## config.mk

```make
export PLATFORM = sky130hd
export DESIGN_NAME = tick_timer
export DESIGN_NICKNAME = d
export VERILOG_FILES = /design/src/rtl/tick_pkg.sv /design/src/rtl/tick_reg_if.sv /design/src/rtl/apb_reg_port.sv /design/src/rtl/tick_irq_gate.sv /design/src/rtl/tick_timer.sv
export SDC_FILE = /design/constraint.sdc
export NUM_CORES = 1
export LEC_CHECK = 0
export CORE_UTILIZATION = 36
export DETAILED_ROUTE_END_ITERATION = 12
export DONT_BUFFER_PORTS = 1
export GPL_TIMING_DRIVEN = 0
export PLACE_DENSITY_LB_ADDON = 0.05
export SYNTH_ARGS = -nofsm -noshare
export SYNTH_HDL_FRONTEND = slang
export SYNTH_SLANG_ARGS = --single-unit
```

## constraint.sdc

```tcl
create_clock -name clk -period 6.7 [get_ports clk]
set_clock_uncertainty 0.1 [all_clocks]
set_input_delay 1.34 -clock clk [delete_from_list [all_inputs] [get_ports clk]]
set_output_delay 1.34 -clock clk [all_outputs]
set_load 0.02 [all_outputs]
```

## src/rtl/tick_pkg.sv

```systemverilog
package tick_pkg;

	localparam logic [31:0] CSR_ADDR        = 32'hE000E010;
	localparam logic [31:0] RELOAD_ADDR     = 32'hE000E014;
	localparam logic [31:0] CURRENT_ADDR    = 32'hE000E018;
	localparam logic [31:0] IRQ_STATUS_ADDR = 32'hE000E01C;
	localparam logic [31:0] IRQ_MASK_ADDR   = 32'hE000E020;

	localparam int COUNT_WIDTH = 24;
	localparam int EVENT_COUNT = 1;

	localparam int ENABLE_BIT  = 0;
	localparam int INT_ENABLE_BIT = 1;
	localparam int CLKSEL_BIT  = 2;
	localparam int FLAG_BIT    = 16;
	localparam int TICK_EVENT_BIT = 0;

	localparam logic [23:0] RELOAD_RESET  = 24'h000000;
	localparam logic [23:0] COUNT_RESET   = 24'h000000;
	localparam logic        CTRL_RESET    = 1'h0;
	localparam logic        FLAG_RESET    = 1'h0;
	localparam logic [0:0]  MASK_RESET    = 1'h1;
	localparam logic [0:0]  STATUS_RESET  = 1'h0;

	typedef enum logic [2:0] {
		SEL_CSR,
		SEL_RELOAD,
		SEL_CURRENT,
		SEL_STATUS,
		SEL_MASK,
		SEL_NONE
	} reg_sel_type;

	function automatic reg_sel_type decode_addr(input logic [31:0] addr);
		reg_sel_type sel;
		sel = SEL_NONE;
		if (addr == CSR_ADDR)
			sel = SEL_CSR;
		else if (addr == RELOAD_ADDR)
			sel = SEL_RELOAD;
		else if (addr == CURRENT_ADDR)
			sel = SEL_CURRENT;
		else if (addr == IRQ_STATUS_ADDR)
			sel = SEL_STATUS;
		else if (addr == IRQ_MASK_ADDR)
			sel = SEL_MASK;
		return sel;
	endfunction

endpackage

```

## src/rtl/tick_reg_if.sv

```systemverilog
`timescale 1ns/1ps
interface tick_reg_if;
	logic [31:0] addr;
	logic [31:0] wdata;
	logic [31:0] rdata;
	logic        hit;
	logic        rd_sample;
	logic        rd_done;
	logic        wr_stb;

	modport port
	(
		output addr,
		output wdata,
		output rd_sample,
		output rd_done,
		output wr_stb,
		input  rdata,
		input  hit
	);

	modport regs
	(
		input  addr,
		input  wdata,
		input  rd_sample,
		input  rd_done,
		input  wr_stb,
		output rdata,
		output hit
	);
endinterface

```

## src/rtl/apb_reg_port.sv

```systemverilog
`timescale 1ns/1ps
module apb_reg_port
	import tick_pkg::*;
(
	input  wire logic        clk,
	input  wire logic        rst,
	input  wire logic        psel,
	input  wire logic        penable,
	input  wire logic        pwrite,
	input  wire logic [31:0] paddr,
	input  wire logic [31:0] pwdata,
	output logic      [31:0] prdata,
	output logic             pready,
	output logic             pslverr,
	tick_reg_if.port         rf
);

	typedef struct packed {
		logic        pready;
		logic        pslverr;
		logic [31:0] prdata;
	} port_state_type;

	port_state_type s_reg;
	port_state_type s_next;
	logic           setup;
	logic           done;

	// Read data is sampled in setup so pready can come from a flop
	always_comb
	begin
		setup = psel & ~penable & ~s_reg.pready;
		done = psel & penable & s_reg.pready;
		rf.addr = paddr;
		rf.wdata = pwdata;
		rf.rd_sample = setup & ~pwrite;
		rf.rd_done = done & ~pwrite & ~s_reg.pslverr;
		rf.wr_stb = done & pwrite & ~s_reg.pslverr;
		s_next = s_reg;
		s_next.pready = 1'b0;
		s_next.pslverr = 1'b0;
		s_next.prdata = 32'h00000000;
		if (setup)
		begin
			s_next.pready = 1'b1;
			s_next.pslverr = ~rf.hit;
			s_next.prdata = (pwrite | ~rf.hit) ? 32'h00000000 : rf.rdata;
		end
	end

	always_ff @(posedge clk or posedge rst)
	begin
		if (rst)
			s_reg <= '0;
		else
			s_reg <= s_next;
	end

	assign prdata = s_reg.prdata;
	assign pready = s_reg.pready;
	assign pslverr = s_reg.pslverr;

endmodule

```

## src/rtl/tick_irq_gate.sv

```systemverilog
`timescale 1ns/1ps
module tick_irq_gate
	import tick_pkg::*;
#(
	parameter int WIDTH = EVENT_COUNT
)
(
	input  wire logic             clk,
	input  wire logic             rst,
	input  wire logic [WIDTH-1:0] event_pulse,
	input  wire logic             status_sample,
	input  wire logic             status_read,
	input  wire logic             mask_write,
	input  wire logic [WIDTH-1:0] mask_data,
	output logic      [WIDTH-1:0] status,
	output logic      [WIDTH-1:0] mask,
	output logic                  irq
);

	typedef struct packed {
		logic [WIDTH-1:0] status;
		logic [WIDTH-1:0] seen;
		logic [WIDTH-1:0] mask;
		logic             irq;
	} gate_state_type;

	gate_state_type s_reg;
	gate_state_type s_next;

	always_comb
	begin
		s_next = s_reg;
		if (status_sample)
			s_next.seen = s_reg.status;
		if (mask_write)
			s_next.mask = mask_data;
		// Only bits the read returned are cleared; a new event wins
		for (int i = 0; i < WIDTH; i++)
		begin
			if (status_read && s_reg.seen[i])
				s_next.status[i] = 1'b0;
			if (event_pulse[i])
				s_next.status[i] = 1'b1;
		end
		s_next.irq = |(s_next.status & s_next.mask);
	end

	always_ff @(posedge clk or posedge rst)
	begin
		if (rst)
		begin
			s_reg.status <= WIDTH'(STATUS_RESET);
			s_reg.seen <= '0;
			s_reg.mask <= WIDTH'(MASK_RESET);
			s_reg.irq <= 1'b0;
		end
		else
			s_reg <= s_next;
	end

	assign status = s_reg.status;
	assign mask = s_reg.mask;
	assign irq = s_reg.irq;

endmodule

```

## src/rtl/tick_timer.sv

```systemverilog
`timescale 1ns/1ps
module tick_timer
	import tick_pkg::*;
#(
	parameter int WIDTH = COUNT_WIDTH
)
(
	input  wire logic        clk,
	input  wire logic        rst,
	input  wire logic        psel,
	input  wire logic        penable,
	input  wire logic        pwrite,
	input  wire logic [31:0] paddr,
	input  wire logic [31:0] pwdata,
	output logic      [31:0] prdata,
	output logic             pready,
	output logic             pslverr,
	output logic             irq
);

	typedef struct packed {
		logic [WIDTH-1:0] count;
		logic [WIDTH-1:0] reload;
		logic             enable;
		logic             tick_interrupt_enable;
		logic             count_clock_select;
		logic             zero_reached_flag;
		logic             flag_seen;
	} timer_state_type;

	timer_state_type s_reg;
	timer_state_type s_next;

	tick_reg_if rf ();

	reg_sel_type          rd_sel;
	reg_sel_type          wr_sel;
	logic                 zero_event;
	logic                 cur_write;
	logic [EVENT_COUNT-1:0] events;
	logic [EVENT_COUNT-1:0] irq_status;
	logic [EVENT_COUNT-1:0] irq_mask;

	apb_reg_port u_port
	(
		.clk     (clk),
		.rst     (rst),
		.psel    (psel),
		.penable (penable),
		.pwrite  (pwrite),
		.paddr   (paddr),
		.pwdata  (pwdata),
		.prdata  (prdata),
		.pready  (pready),
		.pslverr (pslverr),
		.rf      (rf.port)
	);

	// No wake path
	// The interrupt is a plain level; nothing here leaves standby.
	tick_irq_gate #(.WIDTH(EVENT_COUNT)) u_irq
	(
		.clk           (clk),
		.rst           (rst),
		.event_pulse   (events),
		.status_sample (rf.rd_sample && rd_sel == SEL_STATUS),
		.status_read   (rf.rd_done && rd_sel == SEL_STATUS),
		.mask_write    (rf.wr_stb && wr_sel == SEL_MASK),
		.mask_data     (rf.wdata[EVENT_COUNT-1:0]),
		.status        (irq_status),
		.mask          (irq_mask),
		.irq           (irq)
	);

	// Read mux
	always_comb
	begin
		rd_sel = decode_addr(rf.addr);
		rf.hit = (rd_sel != SEL_NONE);
		rf.rdata = 32'h00000000;
		unique case (rd_sel)
			SEL_CSR:
			begin
				rf.rdata[FLAG_BIT] = s_reg.zero_reached_flag;
				rf.rdata[CLKSEL_BIT] = s_reg.count_clock_select;
				rf.rdata[INT_ENABLE_BIT] = s_reg.tick_interrupt_enable;
				rf.rdata[ENABLE_BIT] = s_reg.enable;
			end
			SEL_RELOAD:
				rf.rdata[WIDTH-1:0] = s_reg.reload;
			SEL_CURRENT:
				rf.rdata[WIDTH-1:0] = s_reg.count;
			SEL_STATUS:
				rf.rdata[EVENT_COUNT-1:0] = irq_status;
			SEL_MASK:
				rf.rdata[EVENT_COUNT-1:0] = irq_mask;
			SEL_NONE:
				rf.rdata = 32'h00000000;
		endcase
	end

	// Next state
	always_comb
	begin
		wr_sel = rf.wr_stb ? decode_addr(rf.addr) : SEL_NONE;
		cur_write = (wr_sel == SEL_CURRENT);
		zero_event = 1'b0;
		s_next = s_reg;

		// Down count
		// Count select 0 is reserved, so only bit 0 gates the count.
		if (s_reg.enable)
		begin
			if (s_reg.count == '0)
				// Reload step
				// Reload counts as a step, giving a period of reload+1.
				s_next.count = s_reg.reload;
			else
			begin
				s_next.count = s_reg.count - WIDTH'(1);
				if (s_reg.count == WIDTH'(1))
					zero_event = 1'b1;
			end
		end

		// Write clears count
		// A software clear beats a zero arriving in the same cycle.
		if (cur_write)
		begin
			s_next.count = '0;
			zero_event = 1'b0;
		end

		if (wr_sel == SEL_CSR)
		begin
			s_next.enable = rf.wdata[ENABLE_BIT];
			s_next.tick_interrupt_enable = rf.wdata[INT_ENABLE_BIT];
			s_next.count_clock_select = rf.wdata[CLKSEL_BIT];
		end

		if (wr_sel == SEL_RELOAD)
			s_next.reload = rf.wdata[WIDTH-1:0];

		// Clear on read
		// A read clears only a flag it returned; a write to the current count clears it too.
		if (rf.rd_sample && rd_sel == SEL_CSR)
			s_next.flag_seen = s_reg.zero_reached_flag;
		if (rf.rd_done && rd_sel == SEL_CSR && s_reg.flag_seen)
			s_next.zero_reached_flag = 1'b0;
		if (cur_write)
			s_next.zero_reached_flag = 1'b0;
		if (zero_event)
			s_next.zero_reached_flag = 1'b1;
	end

	always_comb
	begin
		events = '0;
		events[TICK_EVENT_BIT] = zero_event & s_reg.tick_interrupt_enable;
	end

	always_ff @(posedge clk or posedge rst)
	begin
		if (rst)
		begin
			s_reg.count <= WIDTH'(COUNT_RESET);
			s_reg.reload <= WIDTH'(RELOAD_RESET);
			s_reg.enable <= CTRL_RESET;
			s_reg.tick_interrupt_enable <= CTRL_RESET;
			s_reg.count_clock_select <= CTRL_RESET;
			s_reg.zero_reached_flag <= FLAG_RESET;
			s_reg.flag_seen <= 1'b0;
		end
		else
			s_reg <= s_next;
	end

endmodule

```

==> results of run 1 <==
-- cells in the final DEF (no fill, tap or decap), drive strengths merged, types with 4 or more instances in the layout --
cell type	n
and3	4
nor4b	7
or2	4
a221oi	4
buf	28
dfrtp	82
a21oi	25
o311ai	4
nand3	11
nor3	16
a211oi	6
or3	4
conb	8
clkbuf	24
a22oi	20
o22ai	7
inv	14
nor2	42
nand2	23
o21ai	13
mux2i	5
nor4	10
nand4	6
mux2	30
-- path summary, 6_finish.rpt --
kind | start | to
max | paddr[27] | s_reg[10]$_DFFE_PP0N_
min | s_reg[0]$_DFFE_PP0P_ | s_reg[0]$_DFFE_PP0P_
max reg2reg | s_reg[29]$_DFFE_PP0P_ | s_reg[33]$_DFFE_PP0P_
min reg2reg | s_reg[0]$_DFFE_PP0P_ | s_reg[0]$_DFFE_PP0P_
max in group asynchronous | rst | u_port.prdata[14]$_DFF_PP0_
min in group asynchronous | rst | u_port.prdata[9]$_DFF_PP0_
-- worst max-delay path: stages --
cell	delay, ns
nor4b_1	0.47
nand3_1	0.34
nor2_1	0.31
and3_1	0.22
buf_6	0.14
buf_8	0.16
mux2_2	0.34
-- power groups by stage --
stage | logic, mW | clock network, mW | registers (mW)
global route | 0.0363 | 0.523 | 0.503
detailed placement | 0.0326 | 0 | 0.512
global placement | 0.0303 | 0 | 0.512
floorplan | 0.0247 | 0 | 0.512
CTS | 0.0326 | 0.500 | 0.503
finish | 0.0316 | 0.482 | 0.503
-- kinds of logic after synthesis --
group                      after synthesis  synth area share (%)
AOI/OAI and AO/OA                      108                  17.1
DFF                                     83                  47.0
other                                    1                0.0848
adders and majority gates                3                 0.849
muxes                                   35                  8.77
buffers and inverters                   51                  6.53
xor gates and xnor gates                 1                 0.198
and+or+nand+nor                        148                  19.5
-- metrics by stage --
stage	hold WS (ns)	setup WS, ns	cell area (um2)	util (%)
finish	0.409	3.49	4960	41.3
global route	0.423	3.34	4960	41.3
CTS	0.412	3.44	4960	41.3
detailed placement	0.397	3.10	4660	38.8
global placement	0.390	2.04	4630	38.6
floorplan	0.379	3.12	4450	-
-- cell type report --
cell class	instances	area [um2]	area share [%]
flip-flops and latches	83	2080	41.9
clock buffers	15	288	5.81
multi-input cells	303	2080	42.0
inverters	15	58.8	1.19
clock inverters	1	5.00	0.101
repair buffers	1	27.5	0.555
well taps	147	184	3.71
plain buffers	36	233	4.70
-- per-layer routing --
layer | global-route usage, % | vias to the layer above | wire (um)
li1 | - | 1632 | -
met1 | 29.0 | 1667 | 5750
met2 | 30.9 | 126 | 5650
met3 | 5.57 | 10 | 638
met4 | 7.02 | 0 | 144
met5 | 0 | - | 0
==> metrics.yaml, run 1 <==
job:
  cap_violations: 0
power_and_ir_drop:
  p_clk_share_pct: 47.4
  fin_total_pwr_mw: 1.02
  pwr-share-seq_pct: 49.5
  combPwrFrac_pct: 3.1
  p_int_mw: 0.804
  p_sw_mw: 0.214
  power.density_nw_per_um2: 205
  p_leak_nw: 2.15
  peakVddDrop_uv: 133
  switching_share_pct: 21.0
grt:
  grt_max_degree: 46
  grt_use_total_pct: 20.7
  grt_pass1_wl_um: 19700
  grt_pass1_vias: 3438
  grt_antenna_before_repair: 0
  overflow: 0
die:
  fp.dieArea_um2: 12700
  die_x_um: 113
  io_pins: 104
  initial_utilization_pct: 36.8
  placementRows: 40
  die_height_um: 113
  core-area_um2: 12000
clock_network:
  post_cts_resized: 0
  cts_hold_buf: 0
  clk_latency_ns: 0.34
  cts_sinks: 83
  cts_tree: "done"
  cts_buffers: 9
  clk_pin_slew_ns: 0.06
  cts.htree.levels: 3
  post_cts_buffers: 0
  clockBufferDepth: 2
  cts_root_buf: "clkbuf_16"
critical_path:
  reg2reg_slack_ns: 3.90
  worstPathRequired_ns: 6.82
  crit_fanout: 10
  reg2reg_depth: 9
  cp.arrival_ns: 3.34
  path_class: "in2reg"
  start_kind: "primary input"
  crit_path_end_kind: "flip-flop"
sta:
  period_needed_ns: 3.21
  worstMarginPinSlew_ns: 0.694
  hold_viol_final: 0
  period_share_pct: 48.0
  setup_violations: 0
  grt_setup_unrepaired: "false"
  fmax_mhz: 311
  slew_violations: 0
  finalSetupTns_ns: 0
  slew_headroom_pct: 53.7
yosys:
  synth_area_leaders: "dfrtp_1 (46%), mux2_2 (7.6%), nor2_1 (3.5%)"
  synth-main-ff-cell: "dfrtp_1"
  avgSynthCellArea_um2: 10.3
  synthCells: 430
  yosysWarnings: 0
  synth-seq-cells: 83
  synth_edf_count: 0
  async_flop_share_pct: 100
  netlist_area_um2: 4420
  synth_commonest_cells: "dfrtp_1 (82), nor2_1 (41), mux2_2 (30), a21oi_1 (25), nand2_1 (22)"
  post-synth-top-count-cell: "dfrtp_1"
  synth.largest_area_cell: "dfrtp_1"
  yosysUniqueCellTypes: 70
  yosysTopAreaCellShare_pct: 46.4
  yosysSeqAreaShare_pct: 47.0
cells_and_area:
  stdcell_count: 601
  area_delta_synth_final_pct: 12.1
  n_antenna_cell: 0
  drive_gt1_share_pct: 21.4
  largest_register_ffs: 53
  fill_cells: 1197
  final_nets: 521
drt:
  vias: 3435
  first_iter_violations: 282
  wl_um: 12200
  vias_per_cell: 5.72
  wl_per_cell_um: 20.3
  ant_nets: 0
  post-route-drc-count: 1
  dr.pass1.iters: 8
placement:
  place_inst: 585
  portBuffers: 0
  hpwl_um: 8660
  gp_congestion: 0.812
run_status:
  status: "finished with violations"
  violations: "design-rule violations"
hold_path:
  hp-class: "reg2reg"
  hold_depth: 1
Note: power is estimated with default switching activity, not from simulation.
==> run 2: changes to the inputs <==
ABC_AREA = 1   (was default)
clock period = 2.86 ns   (was 6.7 ns; I/O delays follow)
==> run 2 against run 1 <==
Effect of this change: the flow now finishes without violations; non-clock buffer count is 8 lower; clock power is 130% higher; largest power group unchanged; cell area is 8.5% higher; synthesized cell count is 48% higher; cell count is 38% higher; core utilization is 0.66 points higher.
==> metrics.yaml, run 2 <==
clock_network:
  cts_sinks: 83  # unchanged
  clk_latency_ns: 0.34  # about the same
  clockBufferDepth: 2  # unchanged
  post_cts_buffers: 0  # unchanged
  cts_hold_buf: 0  # unchanged
  cts_tree: "done"
  cts_root_buf: "clkbuf_16"
  cts_buffers: 9  # unchanged
  clk_pin_slew_ns: 0.06  # about the same
  post_cts_resized: 0  # unchanged
  cts.htree.levels: 3  # unchanged
power_and_ir_drop:
  peakVddDrop_uv: 261  # +96%
  power.density_nw_per_um2: 441  # +110%
  fin_total_pwr_mw: 2.37  # +130%
  p_leak_nw: 2.58  # +20%
placement:
  hpwl_um: 10000  # +16%
  portBuffers: 0  # unchanged
  gp_congestion: 0.861  # +6.1%
yosys:
  yosysSeqAreaShare_pct: 43.1  # -3.9 points
  post-synth-top-count-cell: "nand2_1"
  avgSynthCellArea_um2: 7.59  # -26%
  netlist_area_um2: 4820  # +9.1%
  synth-main-ff-cell: "dfrtp_1"
  async_flop_share_pct: 100  # unchanged
  synth.largest_area_cell: "dfrtp_1"
  yosysUniqueCellTypes: 42  # -40%
  synth_area_leaders: "dfrtp_1 (43%), nand2_1 (13%), nand3_1 (5.5%)"
  synth_commonest_cells: "nand2_1 (168), dfrtp_1 (82), nor2_1 (70), inv_1 (56), nand3_1 (53)"
  synth_edf_count: 0  # unchanged
  yosysTopAreaCellShare_pct: 42.5  # -3.9 points
  synth-seq-cells: 83  # unchanged
  synthCells: 636  # +48%
  yosysWarnings: 0  # unchanged
drt:
  dr.pass1.iters: 5  # -3
  vias: 4166  # +21%
  post-route-drc-count: 0  # -1
  wl_per_cell_um: 16.2  # -20%
  ant_nets: 0  # unchanged
  vias_per_cell: 5.01  # -12%
  wl_um: 13400  # +10%
  first_iter_violations: 246  # -13%
cells_and_area:
  fill_cells: 1358  # +13%
  final_nets: 727  # +40%
  area_delta_synth_final_pct: 11.4
  n_antenna_cell: 0  # unchanged
  final_common_cell: "nand2_1"
  final_cell_mix: "nand2_1 (168), dfrtp_1 (82), nor2_1 (70)"
  drive_gt1_share_pct: 15.9  # -5.4 points
  largest_register_ffs: 53  # unchanged
critical_path:
  crit_path_end_kind: "flip-flop"
  worstPathRequired_ns: 2.98  # -3.84 ns
  path_class: "reg2reg"
  r2r_start: "u_port.pready$_DFF_PP0_"
  start_kind: "flip-flop"
  reg2reg_to: "s_reg[34]$_DFFE_PP0P_"
  cp.arrival_ns: 2.27  # -1.07 ns
  crit_fanout: 10  # unchanged
  reg2reg_slack_ns: 0.71  # -3.19 ns
  reg2reg_depth: 6  # -3
sta:
  period_needed_ns: 2.15
  timing.hold.ws_ns: 0.0399  # -0.369 ns
  grt_setup_unrepaired: "false"
  hold_viol_final: 0  # unchanged
  fmax_mhz: 464
  finalSetupTns_ns: 0  # unchanged
  worstMarginPinSlew_ns: 0.718  # +0.0234 ns
  slew_headroom_pct: 52.2  # -1.6 points
  slew_violations: 0  # unchanged
  setup_violations: 0  # unchanged
  period_share_pct: 75.3
die:
  core-area_um2: 12800  # +6.8%
  die_x_um: 118  # +4.4%
  io_pins: 104  # unchanged
  initial_utilization_pct: 37.6  # +0.80 points
  die_height_um: 118  # +4.4%
  placementRows: 41  # +2.5%
  fp.dieArea_um2: 13900  # +8.9%
job:
  cap_violations: 0  # unchanged
run_status:
  status: "finished clean"
grt:
  grt_antenna_before_repair: 0  # unchanged
  grt_pass1_vias: 4249  # +24%
  grt_use_total_pct: 20.7  # -0.026 points
  overflow: 0  # unchanged
  grt_pass1_wl_um: 22200  # +12%
  grt_max_degree: 45  # -2.2%
hold_path:
  hp-class: "in2async"
==> run 2: cell types whose count changed after synthesis, moves of 10 or more <==
cell | previous run | this run
nand2_1 | 22 | 168
mux2_2 | 30 | 0
nand2_2 | 1 | 11
inv_1 | 14 | 56
a22oi_1 | 20 | 8
inv_2 | 0 | 14
nor3_1 | 15 | 2
nor2_1 | 41 | 70
nand3_1 | 11 | 53
o21ai_0 | 11 | 29
a21oi_2 | 0 | 11
==> run 2: worst max-delay path: stages, from the launching register on <==
cell and delay, ns:
dfrtp_1 0.47, nand3_1 0.14, nor3_2 0.42, nand3_2 0.32, nand2_2 0.25, buf_4 0.23, o22ai_1 0.10
==> run 2: final cells by class <==
cell class	count	area, um2	share of cell area (%)
multi-input combinational	461	2310	42.9
sequential	83	2080	38.7
clock buffer	13	270	5.03
inverter	71	269	5.00
tap	172	215	4.00
buffer	28	199	3.70
timing repair buffer	1	27.5	0.512
clock inverter	2	10.0	0.186
==> run 2: through the flow <==
stage | cells | setup slack (ns) | util, % | area (um2)
floorplan | 643 | 0.0529 | - | 4850
global placement | 815 | -1.00 | 39.5 | 5070
detailed placement | 816 | 0.407 | 39.7 | 5100
CTS | 831 | 0.678 | 41.9 | 5380
global route | 831 | 0.539 | 41.9 | 5380
finish | 831 | 0.707 | 41.9 | 5380
==> run 2: kinds of logic (layout without fill, tap and decap cells) <==
logic type                 after synthesis  after routing  share of synthesized area [%]
and+or+nand+nor                        345            345                           32.6
buffers and inverters                   99            115                           9.65
AOI/OAI and AO/OA                       95             95                           12.0
DFF                                     83             83                           43.1
xor gates and xnor gates                10             10                           1.82
adders and majority gates                3              3                          0.778
other                                    1              8                         0.0777
==> run 2: metal layers <==
layer  track usage (%)  up-vias  share of wire [%]
li1                  -     2059                  -
met1              27.1     1969                 45
met2              33.9      117                 47
met3              3.34       21                5.1
met4              8.41        0                2.2
met5                 0        -                  0
==> run 2: worst max path at each step <==
stage                                  from                           to  slack [ns]  depth (start not counted)
CTS                 u_port.pready$_DFF_PP0_        s_reg[32]$_DFFE_PP0P_        0.68                          6
floorplan                               rst         s_reg[0]$_DFFE_PP0P_        0.05                          1
global route        u_port.pready$_DFF_PP0_        s_reg[40]$_DFFE_PP0P_        0.54                          6
finish              u_port.pready$_DFF_PP0_        s_reg[34]$_DFFE_PP0P_        0.71                          6
global placement                        rst  u_port.prdata[17]$_DFF_PP0_       -1.00                          1
detailed placement                paddr[12]  u_port.prdata[23]$_DFF_PP0_        0.41                         10
==> run 2: report_power, final <==
| group | internal, mW | total (mW) | switching (mW) | leakage [nW] |
|---|---|---|---|---|
| clock | 0.652 | 1.12 | 0.463 | 0.141 |
| sequential | 1.18 | 1.18 | 0.00354 | 1.11 |
| combinational | 0.0222 | 0.0760 | 0.0538 | 1.32 |
==> run 3: changes to the inputs <==
clock period = 2.1 ns   (was 2.86 ns; I/O delays follow)
==> run 3 against run 2 <==
Effect of this change: sequential share of layout area decreased by 0.76 points; critical path depth unchanged; global-route usage decreased by 0.36 points.
==> metrics.yaml, run 3 (synthesis results as in run 2) <==
run_status:
  status: "finished clean"
clock_network:
  clk_latency_ns: 0.34  # about the same
  cts_sinks: 83  # unchanged
  clk_pin_slew_ns: 0.06  # about the same
  clockBufferDepth: 2  # unchanged
  cts_buffers: 9  # unchanged
  cts_root_buf: "clkbuf_16"
  cts_tree: "done"
  cts.htree.levels: 3  # unchanged
drt:
  wl_um: 13200  # -1.5%
  post-route-drc-count: 0  # unchanged
  vias: 4160  # -0.14%
  vias_per_cell: 4.98  # -0.74%
  ant_nets: 0  # unchanged
  first_iter_violations: 271  # +10%
  wl_per_cell_um: 15.8  # -2.1%
  dr.pass1.iters: 4  # -1
cells_and_area:
  area_delta_synth_final_pct: 13.7
  final_nets: 732  # +0.69%
  final_common_cell: "nand2_1"
  final_cell_mix: "nand2_1 (167), dfrtp_1 (82), nor2_1 (70)"
  stdcell_area_um2: 5480  # +2.0%
  largest_register_ffs: 53  # unchanged
  drive_gt1_share_pct: 16.4  # +0.48 points
  fin_util_pct: 42.8  # +0.84 points
  n_antenna_cell: 0  # unchanged
sta:
  slew_headroom_pct: 55.3  # +3.2 points
  hold_viol_final: 0  # unchanged
  worstMarginPinSlew_ns: 0.670  # -0.0474 ns
  fmax_mhz: 505  # +8.7%
  period_needed_ns: 1.98  # -0.173 ns
  slew_violations: 0  # unchanged
  setup_violations: 0  # unchanged
  timing.hold.ws_ns: 0.123  # +0.0828 ns
  grt_setup_unrepaired: "false"
  period_share_pct: 94.3  # +19 points
die:
  core-area_um2: 12800  # unchanged
  die_height_um: 118  # unchanged
  io_pins: 104  # unchanged
  fp.dieArea_um2: 13900  # unchanged
  die_x_um: 118  # unchanged
  initial_utilization_pct: 37.6  # unchanged
  placementRows: 41  # unchanged
placement:
  gp_congestion: 0.853  # -1.0%
  portBuffers: 0  # unchanged
  hpwl_um: 9940  # -0.87%
  place_area_um2: 5110  # +0.27%
power_and_ir_drop:
  p_int_mw: 2.71  # +46%
  peakVddDrop_uv: 338  # +30%
  pwr-share-seq_pct: 47.3  # -2.5 points
  power.density_nw_per_um2: 620  # +41%
  p_leak_nw: 2.62  # +1.8%
  switching_share_pct: 20.4  # -1.5 points
  combPwrFrac_pct: 3.2  # about the same
  p_sw_mw: 0.694  # +33%
  p_clk_share_pct: 49.5  # +2.5 points
job:
  cap_violations: 0  # unchanged
critical_path:
  start_kind: "flip-flop"
  crit_fanout: 10  # unchanged
  worstPathRequired_ns: 2.21  # -0.77 ns
  crit_path_end_kind: "flip-flop"
  path_class: "reg2reg"
  cp.arrival_ns: 2.09  # -0.18 ns
  reg2reg_depth: 6  # unchanged
grt:
  grt_pass1_vias: 4191  # -1.4%
  grt_antenna_before_repair: 0  # unchanged
  grt_max_degree: 40  # -11%
  grt_pass1_wl_um: 22000  # -1.1%
  overflow: 0  # unchanged
  grt_use_total_pct: 20.3  # -0.36 points
hold_path:
  hp-class: "in2reg"
  hold_depth: 2
[run 3: changes by cell type in the layout (fill, tap and decap cells not counted), sizes merged]
| cell | previous run | this run |
|---|---|---|
| buf | 27 | 30 |
| clkinvlp | 0 | 1 |
| dlygate4sd3 | 0 | 1 |
| clkinv | 3 | 1 |
| clkbuf | 15 | 16 |
| inv | 70 | 69 |
| bufinv | 0 | 2 |
[run 3: power by group through the flow]
stage               Sequential (mW)  Combinational, mW  Clock [mW]
global placement               1.64             0.0976           0
finish                         1.61              0.109        1.68
floorplan                      1.64             0.0822           0
global route                   1.61              0.128        1.79
detailed placement             1.64              0.109           0
CTS                            1.61              0.112        1.72
[run 3: repair_timing]
item	CTS	global route
setup buffers	0	3
pin swaps	0	2
hold endpoints to repair	15	0
resized for setup	1	7
hold buffers	1	0
setup endpoints to repair	10	23
[run 3: final timing paths]
kind                                         startpoint                    end  slack, ns
worst max-delay path            u_port.pready$_DFF_PP0_  s_reg[29]$_DFFE_PP0P_       0.12
worst max register to register  u_port.pready$_DFF_PP0_  s_reg[29]$_DFFE_PP0P_       0.12
min in group asynchronous                           rst   s_reg[9]$_DFFE_PP0N_       0.47
worst min register to register     s_reg[2]$_DFFE_PP0N_   s_reg[2]$_DFFE_PP0N_       0.40
max in group asynchronous                           rst   u_irq.mask$_DFF_PP1_       0.88
worst min-delay path                         pwdata[11]  s_reg[16]$_DFFE_PP0N_       0.12
[run 3: layout make-up]
type / instances / area, um2
Fill cell: 1318 / 7340
Multi-Input combinational cell: 461 / 2330
Sequential cell: 83 / 2080
Inverter: 71 / 270
Clock buffer: 13 / 250
Tap cell: 172 / 215
Buffer: 28 / 205
Timing Repair Buffer: 6 / 72.6
Clock inverter: 2 / 60.1
[run 3: worst max-delay path: stages, from the launching register on]
cell and delay, ns:
dfrtp_1 0.47, nand3_1 0.18, nor3_4 0.30, nand3_2 0.28, nand2_4 0.21, buf_4 0.21
o22ai_1 0.09
[run 3: through the flow]
step	setup TNS, ns	setup slack, ns	std cells	power (mW)
floorplan	0	0.347	643	1.72
global placement	-1.83	-0.179	815	1.73
detailed placement	-1.28	-0.120	817	1.74
CTS	0	0.0173	833	3.44
global route	0	0.00404	836	3.53
finish	0	0.119	836	3.40
[run 3: routing by layer]
metal  GRT usage, %  share of wire (%)
met1           26.6                 46
met2           33.5                 48
met4           6.01                1.5
met5              0                  0
met3           4.36                5.1
